`config.mk`:
```
export PLATFORM = sky130hd
export DESIGN_NAME = hsct_top
export DESIGN_NICKNAME = d
export VERILOG_FILES = /design/src/pkg/hsct_pkg.sv /design/src/logic/hsct_top.sv /design/src/logic/hsct_sync.sv /design/src/logic/hsct_tick.sv
export SDC_FILE = /design/constraint.sdc
export NUM_CORES = 1
export LEC_CHECK = 0
export BUFFER_PORTS_ARGS = -buffer_cell sky130_fd_sc_hd__buf_2
export CAP_MARGIN = 20
export CORE_MARGIN = 2
export CORE_UTILIZATION = 40
export DETAILED_ROUTE_END_ITERATION = 8
export GPL_TIMING_DRIVEN = 0
export REMOVE_ABC_BUFFERS = 1
export SYNTH_ARGS = -nofsm -noshare
export SYNTH_HDL_FRONTEND = slang
export SYNTH_SLANG_ARGS = --single-unit
export TNS_END_PERCENT = 100
```
`constraint.sdc`:
```
create_clock -name clock -period 4.9 [get_ports clock]
set_input_delay 0.735 -clock clock [delete_from_list [all_inputs] [get_ports clock]]
set_output_delay 0.735 -clock clock [all_outputs]
set_load 0.005 [all_outputs]
```
`src/pkg/hsct_pkg.sv`:
```
/*
  Constants, enumerations and carrier types for the heatseal cycle timer.
  Assumes a 20 MHz system clock and a 32-bit APB register port.
*/
`default_nettype none

package hsct_pkg;

  // register byte offsets
  localparam logic [7:0] OFS_CTRL  = 8'h00;
  localparam logic [7:0] OFS_DELAY = 8'h04;
  localparam logic [7:0] OFS_SEAL  = 8'h08;
  localparam logic [7:0] OFS_COOL  = 8'h0C;
  localparam logic [7:0] OFS_MAXT  = 8'h10;
  localparam logic [7:0] OFS_STAT  = 8'h14;

  // control register fields
  localparam int CTRL_TM_LSB   = 0;
  localparam int CTRL_EXT_BIT  = 2;
  localparam int CTRL_CM_LSB   = 4;
  localparam int CTRL_SOT_BIT  = 6;
  localparam int CTRL_RLY_LSB  = 8;

  // status register fields
  localparam int STAT_ST_LSB   = 0;
  localparam int STAT_PH_LSB   = 4;
  localparam int STAT_RLY_BIT  = 6;
  localparam int STAT_HEAT_BIT = 7;
  localparam int STAT_CD_LSB   = 16;

  // values after reset and setting limits (times in 0.1 s units)
  localparam logic [6:0] RST_DELAY    = 7'h00;
  localparam logic [6:0] MAX_DELAY    = 7'h63;
  localparam logic [9:0] RST_SEAL     = 10'h00A;
  localparam logic [9:0] MAX_SEAL     = 10'h3E7;
  localparam logic [9:0] MIN_COOLABS  = 10'h032;
  localparam logic [9:0] MIN_COOLREL  = 10'h028;
  localparam logic [9:0] MAX_COOLREL  = 10'h064;
  localparam logic [9:0] RST_COOLTIME = 10'h064;
  localparam logic [9:0] MAX_COOLTIME = 10'h3E7;
  localparam logic [9:0] RST_MAXT     = 10'h12C;
  localparam logic [6:0] REACH_PCT    = 7'h5F;
  localparam logic [6:0] PCT_FULL     = 7'h64;

  // timing
  localparam int CLK_NS    = 50;
  localparam int TICK_NS   = 100_000_000;
  localparam int TICK_CYC  = TICK_NS / CLK_NS;
  localparam int EOC_NS    = 500_000_000;
  localparam logic [2:0] EOC_TICKS = 3'(EOC_NS / TICK_NS);

  typedef enum logic [1:0] {
    TM_OFF = 2'b00,
    TM_ON  = 2'b01,
    TM_MON = 2'b10
  } hsct_tmode_t;

  typedef enum logic [1:0] {
    CM_ABS  = 2'b00,
    CM_REL  = 2'b01,
    CM_TIME = 2'b10
  } hsct_cmode_t;

  typedef enum logic [2:0] {
    RF_OFF   = 3'b000,
    RF_START = 3'b001,
    RF_TEMP  = 3'b010,
    RF_COOL  = 3'b011,
    RF_EOC   = 3'b100
  } hsct_relay_t;

  typedef enum logic [1:0] {
    PH_NONE = 2'b00,
    PH_HEAT = 2'b01,
    PH_COOL = 2'b10
  } hsct_phase_t;

  typedef enum logic [2:0] {
    ST_IDLE  = 3'b000,
    ST_DELAY = 3'b001,
    ST_WAITT = 3'b010,
    ST_HEAT  = 3'b011,
    ST_COOL  = 3'b100
  } hsct_state_t;

  typedef struct packed {
    hsct_tmode_t tmode;
    logic        extDur;
    hsct_cmode_t cmode;
    logic        startOnTemp;
    hsct_relay_t relayFn;
  } hsct_cfg_t;

  localparam hsct_cfg_t RST_CFG = '{TM_OFF, 1'b0, CM_ABS, 1'b1, RF_TEMP};

endpackage : hsct_pkg

`default_nettype wire

```
`src/logic/hsct_top.sv`:
```
/*
  Heatseal cycle timer: starting delay, heating phase, cooling phase,
  relay and phase indication, with an APB register port.
  Assumes start, reset and manual key come from pins; band and set
  temperatures (deg C) come from logic on the same clock.
*/
// Notes on behaviour
// time control off, on, or monitored start
// start launches cycle; reset aborts it
// monitored mode aborts when start drops early
// cycle is delay, heating, cooling, relay
// manual key only heats, never launches cycle
// countdown with heat marker, then cool marker
// relay icon shown exactly while contact closed
// starting delay 0 to 9.9 s, default 0
// fixed seal time 0 to 99.9 s, default 1
// external mode: seal lasts while start active
// absolute cooling ends below cooling temperature
// relative cooling ends at percent of setpoint
// timed cooling ends after set time
// changing cooling mode resets cooling value
// absolute cooling temp 50 up to maximum
// relative cooling 40 to 100 percent, default 40
// timed cooling 0 to 99.9 s, default 10
// seal time may wait for 95 percent
// abort stops heat, clears marker, returns idle
`timescale 1ns/10ps
`default_nettype none

module hsct_top
  import hsct_pkg::*;
#(
  parameter int TICK_CYCLES = TICK_CYC
) (
  // clocking
  input  wire logic        clock,
  input  wire logic        arst_n,
  input  wire logic        ce,
  // apb slave
  input  wire logic        psel,
  input  wire logic        penable,
  input  wire logic        pwrite,
  input  wire logic [7:0]  paddr,
  input  wire logic [31:0] pwdata,
  output var  logic [31:0] prdata,
  output var  logic        pready,
  output var  logic        pslverr,
  // machine pins
  input  wire logic        startIn,
  input  wire logic        resetIn,
  input  wire logic        manualHeatKey,
  // temperatures from the control loop
  input  wire logic [9:0]  tempAct,
  input  wire logic [9:0]  tempSet,
  // indications
  output var  logic        heatOn,
  output var  logic [1:0]  phaseMark,
  output var  logic [9:0]  countdown,
  output var  logic        outputRelay,
  output var  logic        relayIcon
);

  ////////////////////////////////////////////////////////////////////////////
  logic [1:0] rstSync_ff;
  logic       rst_n;
  logic       startS, resetS, keyS;
  logic       tick, tickClr;

  always_ff @(posedge clock or negedge arst_n) begin
    if (!arst_n) begin
      rstSync_ff <= 2'b00;
    end else begin
      rstSync_ff <= {rstSync_ff[0], 1'b1};
    end
  end
  assign rst_n = rstSync_ff[1];

  hsct_sync #(.W(3)) u_sync (
    .clock (clock),
    .rst_n (rst_n),
    .ce    (ce),
    .din   ({startIn, resetIn, manualHeatKey}),
    .dout  ({startS, resetS, keyS})
  );

  hsct_tick #(.CYC(TICK_CYCLES)) u_tick (
    .clock (clock),
    .rst_n (rst_n),
    .ce    (ce),
    .clear (tickClr),
    .tick  (tick)
  );

  ////////////////////////////////////////////////////////////////////////////
  // register file
  hsct_cfg_t   cfg_ff, nxt_cfg;
  logic [6:0]  delay_ff, nxt_delay;
  logic [9:0]  seal_ff, nxt_seal;
  logic [9:0]  cool_ff, nxt_cool;
  logic [9:0]  maxT_ff, nxt_maxT;
  logic [31:0] nxt_prdata;
  logic        nxt_pready, nxt_pslverr;
  logic        apbDone, mapped;
  logic [31:0] statWord;
  hsct_cfg_t   wCfg;

  function automatic logic [9:0] clampv(input logic [9:0] v,
      input logic [9:0] lo, input logic [9:0] hi);
    clampv = (v < lo) ? lo : ((v > hi) ? hi : v);
  endfunction : clampv

  function automatic logic [9:0] coolDefault(input hsct_cmode_t m);
    unique case (m)
      CM_ABS:  coolDefault = MIN_COOLABS;
      CM_REL:  coolDefault = MIN_COOLREL;
      default: coolDefault = RST_COOLTIME;
    endcase
  endfunction : coolDefault

  assign apbDone = psel & penable & pready;
  assign mapped  = (paddr <= OFS_STAT) && (paddr[1:0] == 2'b00);

  always_comb begin
    wCfg.tmode       = hsct_tmode_t'(pwdata[CTRL_TM_LSB +: 2]);
    wCfg.extDur      = pwdata[CTRL_EXT_BIT];
    wCfg.cmode       = hsct_cmode_t'(pwdata[CTRL_CM_LSB +: 2]);
    wCfg.startOnTemp = pwdata[CTRL_SOT_BIT];
    wCfg.relayFn     = hsct_relay_t'(pwdata[CTRL_RLY_LSB +: 3]);
    // illegal mode codes fall back to the factory choice; an illegal relay code falls back to off
    if (wCfg.tmode == 2'b11) begin
      wCfg.tmode = TM_OFF;
    end
    if (wCfg.cmode == 2'b11) begin
      wCfg.cmode = CM_ABS;
    end
    if (wCfg.relayFn > RF_EOC) begin
      wCfg.relayFn = RF_OFF;
    end
  end

  always_comb begin
    nxt_cfg   = cfg_ff;
    nxt_delay = delay_ff;
    nxt_seal  = seal_ff;
    nxt_cool  = cool_ff;
    nxt_maxT  = maxT_ff;
    if (apbDone && pwrite && mapped) begin
      unique case (paddr)
        OFS_CTRL: begin
          nxt_cfg = wCfg;
          if (wCfg.cmode != cfg_ff.cmode) begin
            nxt_cool = coolDefault(wCfg.cmode);
          end
        end
        OFS_DELAY: nxt_delay = (pwdata[6:0] > MAX_DELAY) ? MAX_DELAY
                                                         : pwdata[6:0];
        OFS_SEAL:  nxt_seal = clampv(pwdata[9:0], 10'h000, MAX_SEAL);
        OFS_COOL: begin
          unique case (cfg_ff.cmode)
            CM_ABS:  nxt_cool = clampv(pwdata[9:0], MIN_COOLABS,
                                       maxT_ff);
            CM_REL:  nxt_cool = clampv(pwdata[9:0], MIN_COOLREL,
                                       MAX_COOLREL);
            default: nxt_cool = clampv(pwdata[9:0], 10'h000,
                                       MAX_COOLTIME);
          endcase
        end
        OFS_MAXT: begin
          nxt_maxT = (pwdata[9:0] < MIN_COOLABS) ? MIN_COOLABS
                                                 : pwdata[9:0];
          // a lowered maximum pulls the absolute cooling value along
          if (cfg_ff.cmode == CM_ABS && cool_ff > nxt_maxT) begin
            nxt_cool = nxt_maxT;
          end
        end
        default: ;
      endcase
    end
  end

  always_comb begin
    nxt_pready  = psel & penable & ~pready;
    nxt_pslverr = nxt_pready & ~mapped;
    nxt_prdata  = prdata;
    if (nxt_pready) begin
      nxt_prdata = 32'h0000_0000;
      if (!pwrite) begin
        unique case (paddr)
          OFS_CTRL: begin
            nxt_prdata[CTRL_TM_LSB +: 2]  = cfg_ff.tmode;
            nxt_prdata[CTRL_EXT_BIT]      = cfg_ff.extDur;
            nxt_prdata[CTRL_CM_LSB +: 2]  = cfg_ff.cmode;
            nxt_prdata[CTRL_SOT_BIT]      = cfg_ff.startOnTemp;
            nxt_prdata[CTRL_RLY_LSB +: 3] = cfg_ff.relayFn;
          end
          OFS_DELAY: nxt_prdata[6:0] = delay_ff;
          OFS_SEAL:  nxt_prdata[9:0] = seal_ff;
          OFS_COOL:  nxt_prdata[9:0] = cool_ff;
          OFS_MAXT:  nxt_prdata[9:0] = maxT_ff;
          OFS_STAT:  nxt_prdata      = statWord;
          default:   nxt_prdata      = 32'h0000_0000;
        endcase
      end
    end
  end

  always_ff @(posedge clock or negedge rst_n) begin
    if (!rst_n) begin
      cfg_ff   <= RST_CFG;
      delay_ff <= RST_DELAY;
      seal_ff  <= RST_SEAL;
      cool_ff  <= MIN_COOLABS;
      maxT_ff  <= RST_MAXT;
      prdata   <= 32'h0000_0000;
      pready   <= 1'b0;
      pslverr  <= 1'b0;
    end else if (ce) begin
      cfg_ff   <= nxt_cfg;
      delay_ff <= nxt_delay;
      seal_ff  <= nxt_seal;
      cool_ff  <= nxt_cool;
      maxT_ff  <= nxt_maxT;
      prdata   <= nxt_prdata;
      pready   <= nxt_pready;
      pslverr  <= nxt_pslverr;
    end
  end

  ////////////////////////////////////////////////////////////////////////////
  // cycle sequencer
  hsct_state_t state_ff, nxt_state;
  logic [9:0]  cnt_ff, nxt_cnt;
  logic [2:0]  eoc_ff, nxt_eoc;
  logic        startD_ff, reached_ff, nxt_reached;
  logic        startRise, hot, coolDone, abort, monitored;
  logic [19:0] actScaled, setReach, setCool;
  logic        nxt_heat, nxt_relay;
  hsct_phase_t nxt_phase;
  logic [9:0]  nxt_countdown;

  assign startRise = startS & ~startD_ff;
  assign actScaled = 20'(tempAct) * 20'(PCT_FULL);
  assign setReach  = 20'(tempSet) * 20'(REACH_PCT);
  assign setCool   = 20'(tempSet) * 20'(cool_ff);
  assign hot       = actScaled >= setReach;
  // external mode ends heating by dropping start, so it is not monitored
  assign monitored = (cfg_ff.tmode == TM_MON) && !cfg_ff.extDur;
  assign abort     = (state_ff != ST_IDLE)
                     && (resetS || (monitored && !startS));

  always_comb begin
    unique case (cfg_ff.cmode)
      CM_ABS:  coolDone = tempAct < cool_ff;
      CM_REL:  coolDone = actScaled <= setCool;
      default: coolDone = cnt_ff >= cool_ff;
    endcase
  end

  always_comb begin
    nxt_state   = state_ff;
    nxt_cnt     = tick ? cnt_ff + 10'h001 : cnt_ff;
    nxt_eoc     = (tick && eoc_ff != 3'h0) ? eoc_ff - 3'h1 : eoc_ff;
    nxt_reached = reached_ff | (hot && state_ff != ST_IDLE);
    tickClr     = 1'b0;
    // a new start drops the pulse, but a cycle ending now still sets it
    if (startRise) begin
      nxt_eoc = 3'h0;
    end
    unique case (state_ff)
      ST_IDLE: begin
        nxt_reached = 1'b0;
        if (startRise && cfg_ff.tmode != TM_OFF && !resetS) begin
          nxt_state = ST_DELAY;
          nxt_cnt   = 10'h000;
          tickClr   = 1'b1;
        end
      end
      ST_DELAY: begin
        if (cnt_ff >= 10'(delay_ff)) begin
          nxt_state = (cfg_ff.startOnTemp && !cfg_ff.extDur)
                      ? ST_WAITT : ST_HEAT;
          nxt_cnt   = 10'h000;
          tickClr   = 1'b1;
        end
      end
      ST_WAITT: begin
        if (hot) begin
          nxt_state = ST_HEAT;
          nxt_cnt   = 10'h000;
          tickClr   = 1'b1;
        end
      end
      ST_HEAT: begin
        if (cfg_ff.extDur ? !startS : cnt_ff >= seal_ff) begin
          nxt_state = ST_COOL;
          nxt_cnt   = 10'h000;
          tickClr   = 1'b1;
        end
      end
      ST_COOL: begin
        if (coolDone) begin
          nxt_state = ST_IDLE;
          nxt_eoc   = EOC_TICKS;
          tickClr   = 1'b1;
        end
      end
      default: nxt_state = ST_IDLE;
    endcase
    if (abort) begin
      nxt_state = ST_IDLE;
      nxt_eoc   = 3'h0;
    end
  end

  // indications follow the next state so they change with it
  always_comb begin
    nxt_heat      = 1'b0;
    nxt_phase     = PH_NONE;
    nxt_countdown = 10'h000;
    nxt_relay     = 1'b0;
    if (nxt_state == ST_IDLE) begin
      // with time control off, start gives plain heating only
      nxt_heat = keyS | (cfg_ff.tmode == TM_OFF && startS && !resetS);
    end
    if (nxt_state == ST_WAITT || nxt_state == ST_HEAT) begin
      nxt_heat  = 1'b1;
      nxt_phase = PH_HEAT;
      if (!cfg_ff.extDur) begin
        nxt_countdown = (nxt_state == ST_HEAT) ? seal_ff - nxt_cnt
                                               : seal_ff;
      end
    end
    if (nxt_state == ST_COOL) begin
      nxt_phase = PH_COOL;
    end
    unique case (cfg_ff.relayFn)
      RF_START: nxt_relay = nxt_state != ST_IDLE;
      RF_TEMP:  nxt_relay = nxt_reached && nxt_state != ST_IDLE;
      RF_COOL:  nxt_relay = nxt_state == ST_COOL;
      RF_EOC:   nxt_relay = nxt_eoc != 3'h0;
      default:  nxt_relay = 1'b0;
    endcase
  end

  always_ff @(posedge clock or negedge rst_n) begin
    if (!rst_n) begin
      state_ff    <= ST_IDLE;
      cnt_ff      <= 10'h000;
      eoc_ff      <= 3'h0;
      startD_ff   <= 1'b0;
      reached_ff  <= 1'b0;
      heatOn      <= 1'b0;
      phaseMark   <= PH_NONE;
      countdown   <= 10'h000;
      outputRelay <= 1'b0;
      relayIcon   <= 1'b0;
    end else if (ce) begin
      state_ff    <= nxt_state;
      cnt_ff      <= nxt_cnt;
      eoc_ff      <= nxt_eoc;
      startD_ff   <= startS;
      reached_ff  <= nxt_reached;
      heatOn      <= nxt_heat;
      phaseMark   <= nxt_phase;
      countdown   <= nxt_countdown;
      outputRelay <= nxt_relay;
      relayIcon   <= nxt_relay;
    end
  end

  always_comb begin
    statWord = 32'h0000_0000;
    statWord[STAT_ST_LSB +: 3]  = state_ff;
    statWord[STAT_PH_LSB +: 2]  = phaseMark;
    statWord[STAT_RLY_BIT]      = outputRelay;
    statWord[STAT_HEAT_BIT]     = heatOn;
    statWord[STAT_CD_LSB +: 10] = countdown;
  end

endmodule : hsct_top

`default_nettype wire

```
`src/logic/hsct_sync.sv`:
```
/*
  Two-stage synchroniser for a group of pin levels.
  Assumes the inputs are asynchronous levels; only the second stage is read.
*/
`timescale 1ns/10ps
`default_nettype none

module hsct_sync #(
  parameter int W = 3
) (
  // clocking
  input  wire logic         clock,
  input  wire logic         rst_n,
  input  wire logic         ce,
  // levels
  input  wire logic [W-1:0] din,
  output var  logic [W-1:0] dout
);

  logic [W-1:0] meta_ff;

  always_ff @(posedge clock or negedge rst_n) begin
    if (!rst_n) begin
      meta_ff <= '0;
      dout    <= '0;
    end else if (ce) begin
      meta_ff <= din;
      dout    <= meta_ff;
    end
  end

endmodule : hsct_sync

`default_nettype wire

```
`src/logic/hsct_tick.sv`:
```
/*
  Tenth-second tick generator with restart.
  Assumes clear is a same-clock pulse; a tick lands CYC + 1 cycles after clear.
*/
`timescale 1ns/10ps
`default_nettype none

module hsct_tick #(
  parameter int CYC = 2_000_000
) (
  // clocking
  input  wire logic clock,
  input  wire logic rst_n,
  input  wire logic ce,
  // control
  input  wire logic clear,
  output var  logic tick
);

  localparam int CW = $clog2(CYC + 1);
  localparam logic [CW-1:0] LAST = CW'(CYC - 1);

  logic [CW-1:0] cnt_ff, nxt_cnt;
  logic          nxt_tick;

  always_comb begin
    nxt_cnt  = cnt_ff + CW'(1);
    nxt_tick = 1'b0;
    if (clear) begin
      nxt_cnt = '0;
    end else if (cnt_ff == LAST) begin
      nxt_cnt  = '0;
      nxt_tick = 1'b1;
    end
  end

  always_ff @(posedge clock or negedge rst_n) begin
    if (!rst_n) begin
      cnt_ff <= '0;
      tick   <= 1'b0;
    end else if (ce) begin
      cnt_ff <= nxt_cnt;
      tick   <= nxt_tick;
    end
  end

endmodule : hsct_tick

`default_nettype wire

```
# Word level (Yosys, flattened, before mapping)

Index checks and enable logic that the tools add are counted.

Flip-flop bits (word level): 142
Output and inout bits: 49
Input port bits: 69

Reductions and logical operators: 39
Magnitude comparators: 16
Bitwise logic cells: 10
Eq/ne operators: 25
Multiply operators: 3
$add $sub $neg: 4
Mux-type cells: 64

Operators with widths:

| cell                                                                   | count |
|---|---|
| 10-bit 2-to-1 mux                                                      | 17 |
| 21-bit 2-to-1 mux                                                      | 2 |
| 10-bit case mux with 4 select lines                                    | 1 |
| 3-bit 2-to-1 mux                                                       | 12 |
| 3-bit case mux with 6 select lines                                     | 2 |
| 10-bit case mux with 3 select lines                                    | 1 |
| 26-bit 2-to-1 mux                                                      | 1 |
| 21-bit by 1-bit adder with 21-bit output (second input constant)       | 1 |
| 21-bit equality test (second input constant)                           | 1 |
| 10-bit >= comparator                                                   | 2 |
| 10-bit > comparator                                                    | 2 |
| 17-bit by 20-bit <= comparator with 1-bit output                       | 1 |
| 10-bit by 6-bit < comparator with 1-bit output (second input constant) | 2 |
| 10-bit by 10-bit multiplier with 20-bit output                         | 1 |
| 10-bit case mux with 2 select lines                                    | 1 |
| 3-bit by 2-bit equality test with 1-bit output (second input constant) | 6 |
| 17-bit >= comparator                                                   | 1 |
| 10-bit by 7-bit multiplier with 17-bit output (second input constant)  | 1 |
| 8-bit by 4-bit equality test with 1-bit output (second input constant) | 2 |
| 8-bit by 5-bit equality test with 1-bit output (second input constant) | 2 |
| 1-bit logical AND                                                      | 15 |
| 10-bit by 5-bit multiplier with 15-bit output (second input constant)  | 1 |
| 15-bit 2-to-1 mux                                                      | 1 |
| 3-bit case mux with 5 select lines                                     | 1 |
| 39 further kinds                                                       | 84 |

# Logic depth before layout (Yosys ltp)

Word-level depth: 11
Mapped depth: 38

# Hierarchy

From an unflattened synthesis, not the netlist that was laid out.

Cells, all modules: 1,706
Area, all modules: 15,192.1 um^2

Modules (own cells, without submodules):

| module    | area an instance (um^2) | times used | cells each | sequential area each (um^2) |
|---|---|---|---|---|
| hsct_top  | 13,658.1                | 1          | 1,549      | 2,591.2 |
| hsct_tick | 1,282.5                 | 1          | 144        | 550.5 |
| hsct_sync | 251.5                   | 1          | 13         | 150.1 |

# Least setup slack after synthesis

Ideal clock, no wire load.

Kind: input port to flip-flop
Start: input tempSet[1]
End: register countdown[9]
Path buffers: 1
Path slack: -3,138 ps
Library setup time: 69 ps
Data arrival time: 7,969 ps
Cell stages on the path: 37
Path through: clkinv_1 > fa_1 > inv_1 > ha_1 > ha_1 > inv_1 > fa_1 > inv_1 > ha_1 > nor2b_1 > o21ai_0 > a21oi_1 > o21ai_0 > a211oi_1 > o31ai_1 > o21bai_1 > a21oi_1 > xor2_1 > ha_1 > nand4_1 > a211oi_1 > a21boi_0 > o31ai_1 > nor2_1 > clkbuf_1 > nor2_1 > inv_1 > ha_1 > nor2b_1 > o21ai_0 > a21boi_0 > o21a_1 > o41ai_1 > o21ai_0 > xor2_1 > a211o_1 > nand3_1

RTL lines:

| element                                       | RTL line        | RTL |
|---|---|---|
| from (decl)                                   | hsct_top.sv:54  | `input wire logic [9:0] tempSet,` |
| 10-bit by 7-bit multiplier with 17-bit output | hsct_top.sv:243 | `assign setReach = 20'(tempSet) * 20'(REACH_PCT);` |
| 17-bit >= comparator                          | hsct_top.sv:245 | `assign hot = actScaled >= setReach;` |
| 10-bit 2-to-1 mux                             | hsct_top.sv:287 | `if (hot) begin` |
| 10-bit case mux with 4 select lines           | hsct_top.sv:269 | `unique case (state_ff)` |
| net nxt_cnt[1]                                | hsct_top.sv:232 | `logic [9:0] cnt_ff, nxt_cnt;` |
| 10-bit subtractor                             | hsct_top.sv:329 | `nxt_countdown = (nxt_state == ST_HEAT) ? seal_ff - nxt_cnt` |
| 10-bit 2-to-1 mux                             | hsct_top.sv:329 |  |
| 10-bit 2-to-1 mux                             | hsct_top.sv:328 | `if (!cfg_ff.extDur) begin` |
| 10-bit 2-to-1 mux                             | hsct_top.sv:325 | `if (nxt_state == ST_WAITT \|\| nxt_state == ST_HEAT) begin` |
| to (signal assigned)                          | hsct_top.sv:365 | `countdown <= nxt_countdown;` |
| to (decl)                                     | hsct_top.sv:58  | `output var logic [9:0] countdown,` |

The timed path passes the listed nets, and every way through them passes these cells.
A chain may end at the register's enable or synchronous reset.

# Worst setup path in the final report

Start: register cool_ff[1]
End: register u_tick.cnt_ff[12]

Word-level cells in the longest chain between the ends: 6

RTL lines:

| element                                          | RTL line        | RTL |
|---|---|---|
| from (decl)                                      | hsct_top.sv:99  | `logic [9:0] cool_ff, nxt_cool;` |
| from (signal assigned)                           | hsct_top.sv:221 | `cool_ff <= nxt_cool;` |
| 10-bit by 10-bit multiplier with 20-bit output   | hsct_top.sv:244 | `assign setCool = 20'(tempSet) * 20'(cool_ff);` |
| 17-bit by 20-bit <= comparator with 1-bit output | hsct_top.sv:254 | `CM_REL: coolDone = actScaled <= setCool;` |
| 1-bit case mux with 2 select lines *             | hsct_top.sv:252 | `unique case (cfg_ff.cmode)` |
| 1-bit 2-to-1 mux *                               | hsct_top.sv:301 | `if (coolDone) begin` |
| 1-bit case mux with 5 select lines *             | hsct_top.sv:269 |  |
| 21-bit 2-to-1 mux *                              | hsct_tick.sv:29 | `if (clear) begin` |
| to (signal assigned)                             | hsct_tick.sv:42 | `cnt_ff <= nxt_cnt;` |
| to (decl)                                        | hsct_tick.sv:23 | `logic [CW-1:0] cnt_ff, nxt_cnt;` |

Mark *: on every way between the ends. The rest lies on a longest branch, timed or not.

==> summary by stage <==
Setup path
In this run the worst path has a maximum fanout of 17. The largest stage delay on the critical path is 0.63 ns. The worst endpoint data arrival time is 7.75 ns. In this design, the critical path's most frequently occurring cell is fa_1. The critical path is of the reg -> reg type. STA classifies the critical path endpoint as a register. The startpoint type of the worst setup path is a register. The slowest stage of the critical path belongs to the cell dfstp_2.

The worst endpoint required time is 5.23 ns.

Synth
The share of synthesized area in the top cell type comes to 0.198. Of the total synthesized cell area, the portion taken by full adders, half adders and majority gates is 0.321. The biggest area contributor in the post-synthesis netlist is dfrtp_1. The multiplexer share of the synthesized area is 0.0238. In the post-synthesis netlist, the cell with the most instances is ha_1.

The leading register cell type out of synthesis is dfrtp_1. The total of warnings raised by yosys is 0. The number of synthesized register bits is 131. Of the total synthesized cell area, the portion taken by XOR and XNOR cells is 0.0317.

The share of synthesized flip-flops with an asynchronous set or reset is 1.00. In this run the cell area of the synthesized design comes to 15,200 um^2. The average size of a mapped cell is 8.73 um^2. The number of different library cells used by synthesis comes to 74.

Counting flops with a built-in enable in the synthesized netlist gives 0. By area, the combinational part of the netlist is dominated by adder cells. The complex-gate fraction of the synthesized area was 0.181. By area the synthesized netlist is led by dfrtp_1 (20%), ha_1 (19%), fa_1 (13%). Sorting the synthesized cells by how often they occur yields ha_1 (233), inv_1 (205), nand2_1 (170). The simple-gate area share of the yosys netlist is 0.152.

The part of the Yosys area used for sequential elements is 0.217. The post-synthesis instance total is 1,739.

STA
The worst hold-check slack is 0.0650 ns. The relative slew slack is 0.223. After layout, the worst setup slack is -2.52 ns. The number of failing setup endpoints in the final timing report is 51. The final period demand of the worst path is 7.42 ns.

The final-report hold violation count was 0. The final sum of negative setup slack is -99.71 ns. The actual slew at the worst max-slew pin is 1.16 ns.

Setup repair after global routing could not meet its margin everywhere. In the finished design, the share of the clock period the worst path needs comes to 1.52. The number of max-slew violations in the final report is 0. For this run, the top clock speed supported by timing is 135 MHz.

The final worst clock skew is 0.0115 ns.

CTS
Buffers inserted during clock tree synthesis total 17. The TritonCTS clock tree is done. The TritonCTS sink count is 131. The deepest clock path buffer count is 2. The later pin in the worst-skew pair is clocked with a latency of 0.44 ns.

The root buffer selected by CTS is clkbuf_16. The hold buffer count at CTS is 0. The clock tree synthesis step divided the H-tree into 4 levels. Clock-pin slew was measured on the worst setup and hold paths at 0.06 ns.

GRT
The via count of the first global-routing pass is 13,300. The largest net degree at the start of global routing is 62. The first global-routing pass estimated 72.5 mm of wire.

The remaining global-route overflow is 0. The number of antenna violations at the first check in global routing is 3. The combined global-route utilization of all metal layers is 0.237.

Detailed routing
The detail-routed via count per cell is 5.54. The number of DRC markers after the initial detailed-route iteration is 977. Dividing the detail-routed wire length by the instance count gives 19.2 um. The post-detailed-route count of antenna-violating nets is 0.

The final route contains 13,400 vias. The detailed-router iteration count before antenna repair is 5. The routed wire length is 46.2 mm. The DRC violations left is 0.

Placement
The congestion estimate from routability-driven global placement came to 0.892. Port buffering added 85 buffers. The worst slack after detailed placement is -5.43 ns. After legalization and detailed placement, the total HPWL measured 33.9 mm.

Finish
Of the cells placed in the final design, the portion with a size suffix greater than 1 is 0.208. In the final design database the tool counted 2,287 nets. The layout overhead on the synthesized area is 21.6%.

At the end of the flow the core is filled with cells to 0.492.

Power
In this run the static leakage power is 0.00892 uW. Power spread over the standard cell area amounts to 304 nW/um^2. Internal power comes to 3280 uW. The power share of the combinational group is 0.560. The total power draw is 5610 uW.

The sequential fraction of design power is 0.225. In this run the power spent charging and discharging nets is 2330 uW. The largest vdd supply drop is 0.000315 V. The clock power share is 0.215. Of the total power, the share spent switching nets is 0.415.

Floorplanning
The die boundary width is 199 um. 118 I/O pins were placed. The floorplan step defined a die boundary enclosing 39,500 um^2.

The overall die height is 199 um. The region available for standard cell placement spans 37,500 um^2. The initial utilization of the core area, before any placement, comes to 0.405. The number of rows created at floorplan is 71.

Run status
The final reports fail on setup timing. The run finished, with violations left.

Worst hold path
The class of the tightest hold or removal check is in -> async.

Job
The number of maximum-capacitance constraint violations is 0.
[logic make-up after synthesis]
logic type	count (synthesis)
simple gates	495
other cells	2
fa+ha+maj	331
compound gates	416
mux	34
flops	131
buf+inv	275
xor+xnor	55
[worst paths after layout]
kind,start,endpoint,slack [ns],cells past startpoint
max in group asynchronous,rstSync_ff[1]$_DFF_PN0_,maxT_ff[2]$_DFFE_PN1P_,3.93,1
max,cool_ff[1]$_DFFE_PN1P_,u_tick.cnt_ff[12]$_DFFE_PN0P_,-2.52,28
min,arst_n,rstSync_ff[1]$_DFF_PN0_,0.06,1
max reg2reg,cool_ff[1]$_DFFE_PN1P_,u_tick.cnt_ff[12]$_DFFE_PN0P_,-2.52,28
min in group clock,rstSync_ff[0]$_DFF_PN0_,rstSync_ff[1]$_DFF_PN0_,0.36,0
min reg2reg,rstSync_ff[1]$_DFF_PN0_,u_tick.cnt_ff[9]$_DFFE_PN0P_,0.26,0
[area by class of cell]
cell class                      count  area [um^2]
Antenna cell                        1         2.50
Clock buffer                       19          443
Clock inverter                     13          103
Fill cell                        3626        19000
Inverter                          212          870
Multi-Input combinational cell   1346        11700
Sequential cell                   131         3300
Tap cell                          511          639
Timing Repair Buffer              178         1380
Timing Repair inverter              1         8.76
[worst max-delay path: cells and delay by family, from the launching register on]
kind / cells / cell delay (ns)
fa+ha+maj: 7 / 3.12
compound gates: 9 / 1.58
xor+xnor: 1 / 0.14
buf+inv: 3 / 0.32
simple gates: 8 / 1.51
flops: 1 / 0.63
[power groups by stage]
stage                     logic, uW  registers (uW)  clock network, uW
after floorplan                1680            1240                  0
after global placement         2140            1290                  0
after detailed placement       2230            1280                  0
after CTS                      2770            1260               1220
after global routing           3480            1270               1260
final                          3140            1260               1210
[sequential cells by signal (all words and copies together), names as in the netlist, 7 cells and up]
name	count
delay_ff	7
seal_ff	10
cfg_ff	9
countdown	10
cool_ff	10
cnt_ff	10
u_tick.cnt_ff	21
prdata	21
maxT_ff	10
[timing repair]
action / 4_1_cts / 5_1_grt
cloned: 2 / 2
setup endpoints to repair: 51 / 51
setup buffers: 52 / 43
pin swaps: 73 / 76
gates resized for setup: 156 / 106
[layer usage]
metal	global-route usage	part of all wire	vias to the layer above
li1	-	-	6359
met1	0.324	0.46	6626
met2	0.386	0.48	308
met3	0.0395	0.045	66
met4	0.0674	0.021	4
met5	0	0.00043	-
[cells in the final DEF (no fill, tap or decap), drive strengths merged, types with 19 or more instances in the layout]
cell type / netlist / layout
xnor2: 21 / 21
xor2: 34 / 34
nor3: 24 / 24
mux2i: 20 / 20
o21ai: 112 / 112
and2: 21 / 21
dfrtp: 120 / 120
nand4: 21 / 21
buf: 21 / 178
o31ai: 29 / 29
fa: 98 / 98
nand2: 170 / 170
a21o: 28 / 28
a22o: 33 / 33
nor2: 140 / 140
nand3: 27 / 27
a21oi: 85 / 85
clkbuf: 42 / 19
inv: 205 / 201
ha: 233 / 233
[stage by stage]
stage          cell area [um^2]  cells
3_3_place_gp              16000   2282
5_1_grt                   18500   2411
4_1_cts                   17700   2372
2_1_floorplan             14900   1686
6_report                  18500   2412
3_5_place_dp              16100   2288
No activity file was read; power rests on OpenSTA's default activity.
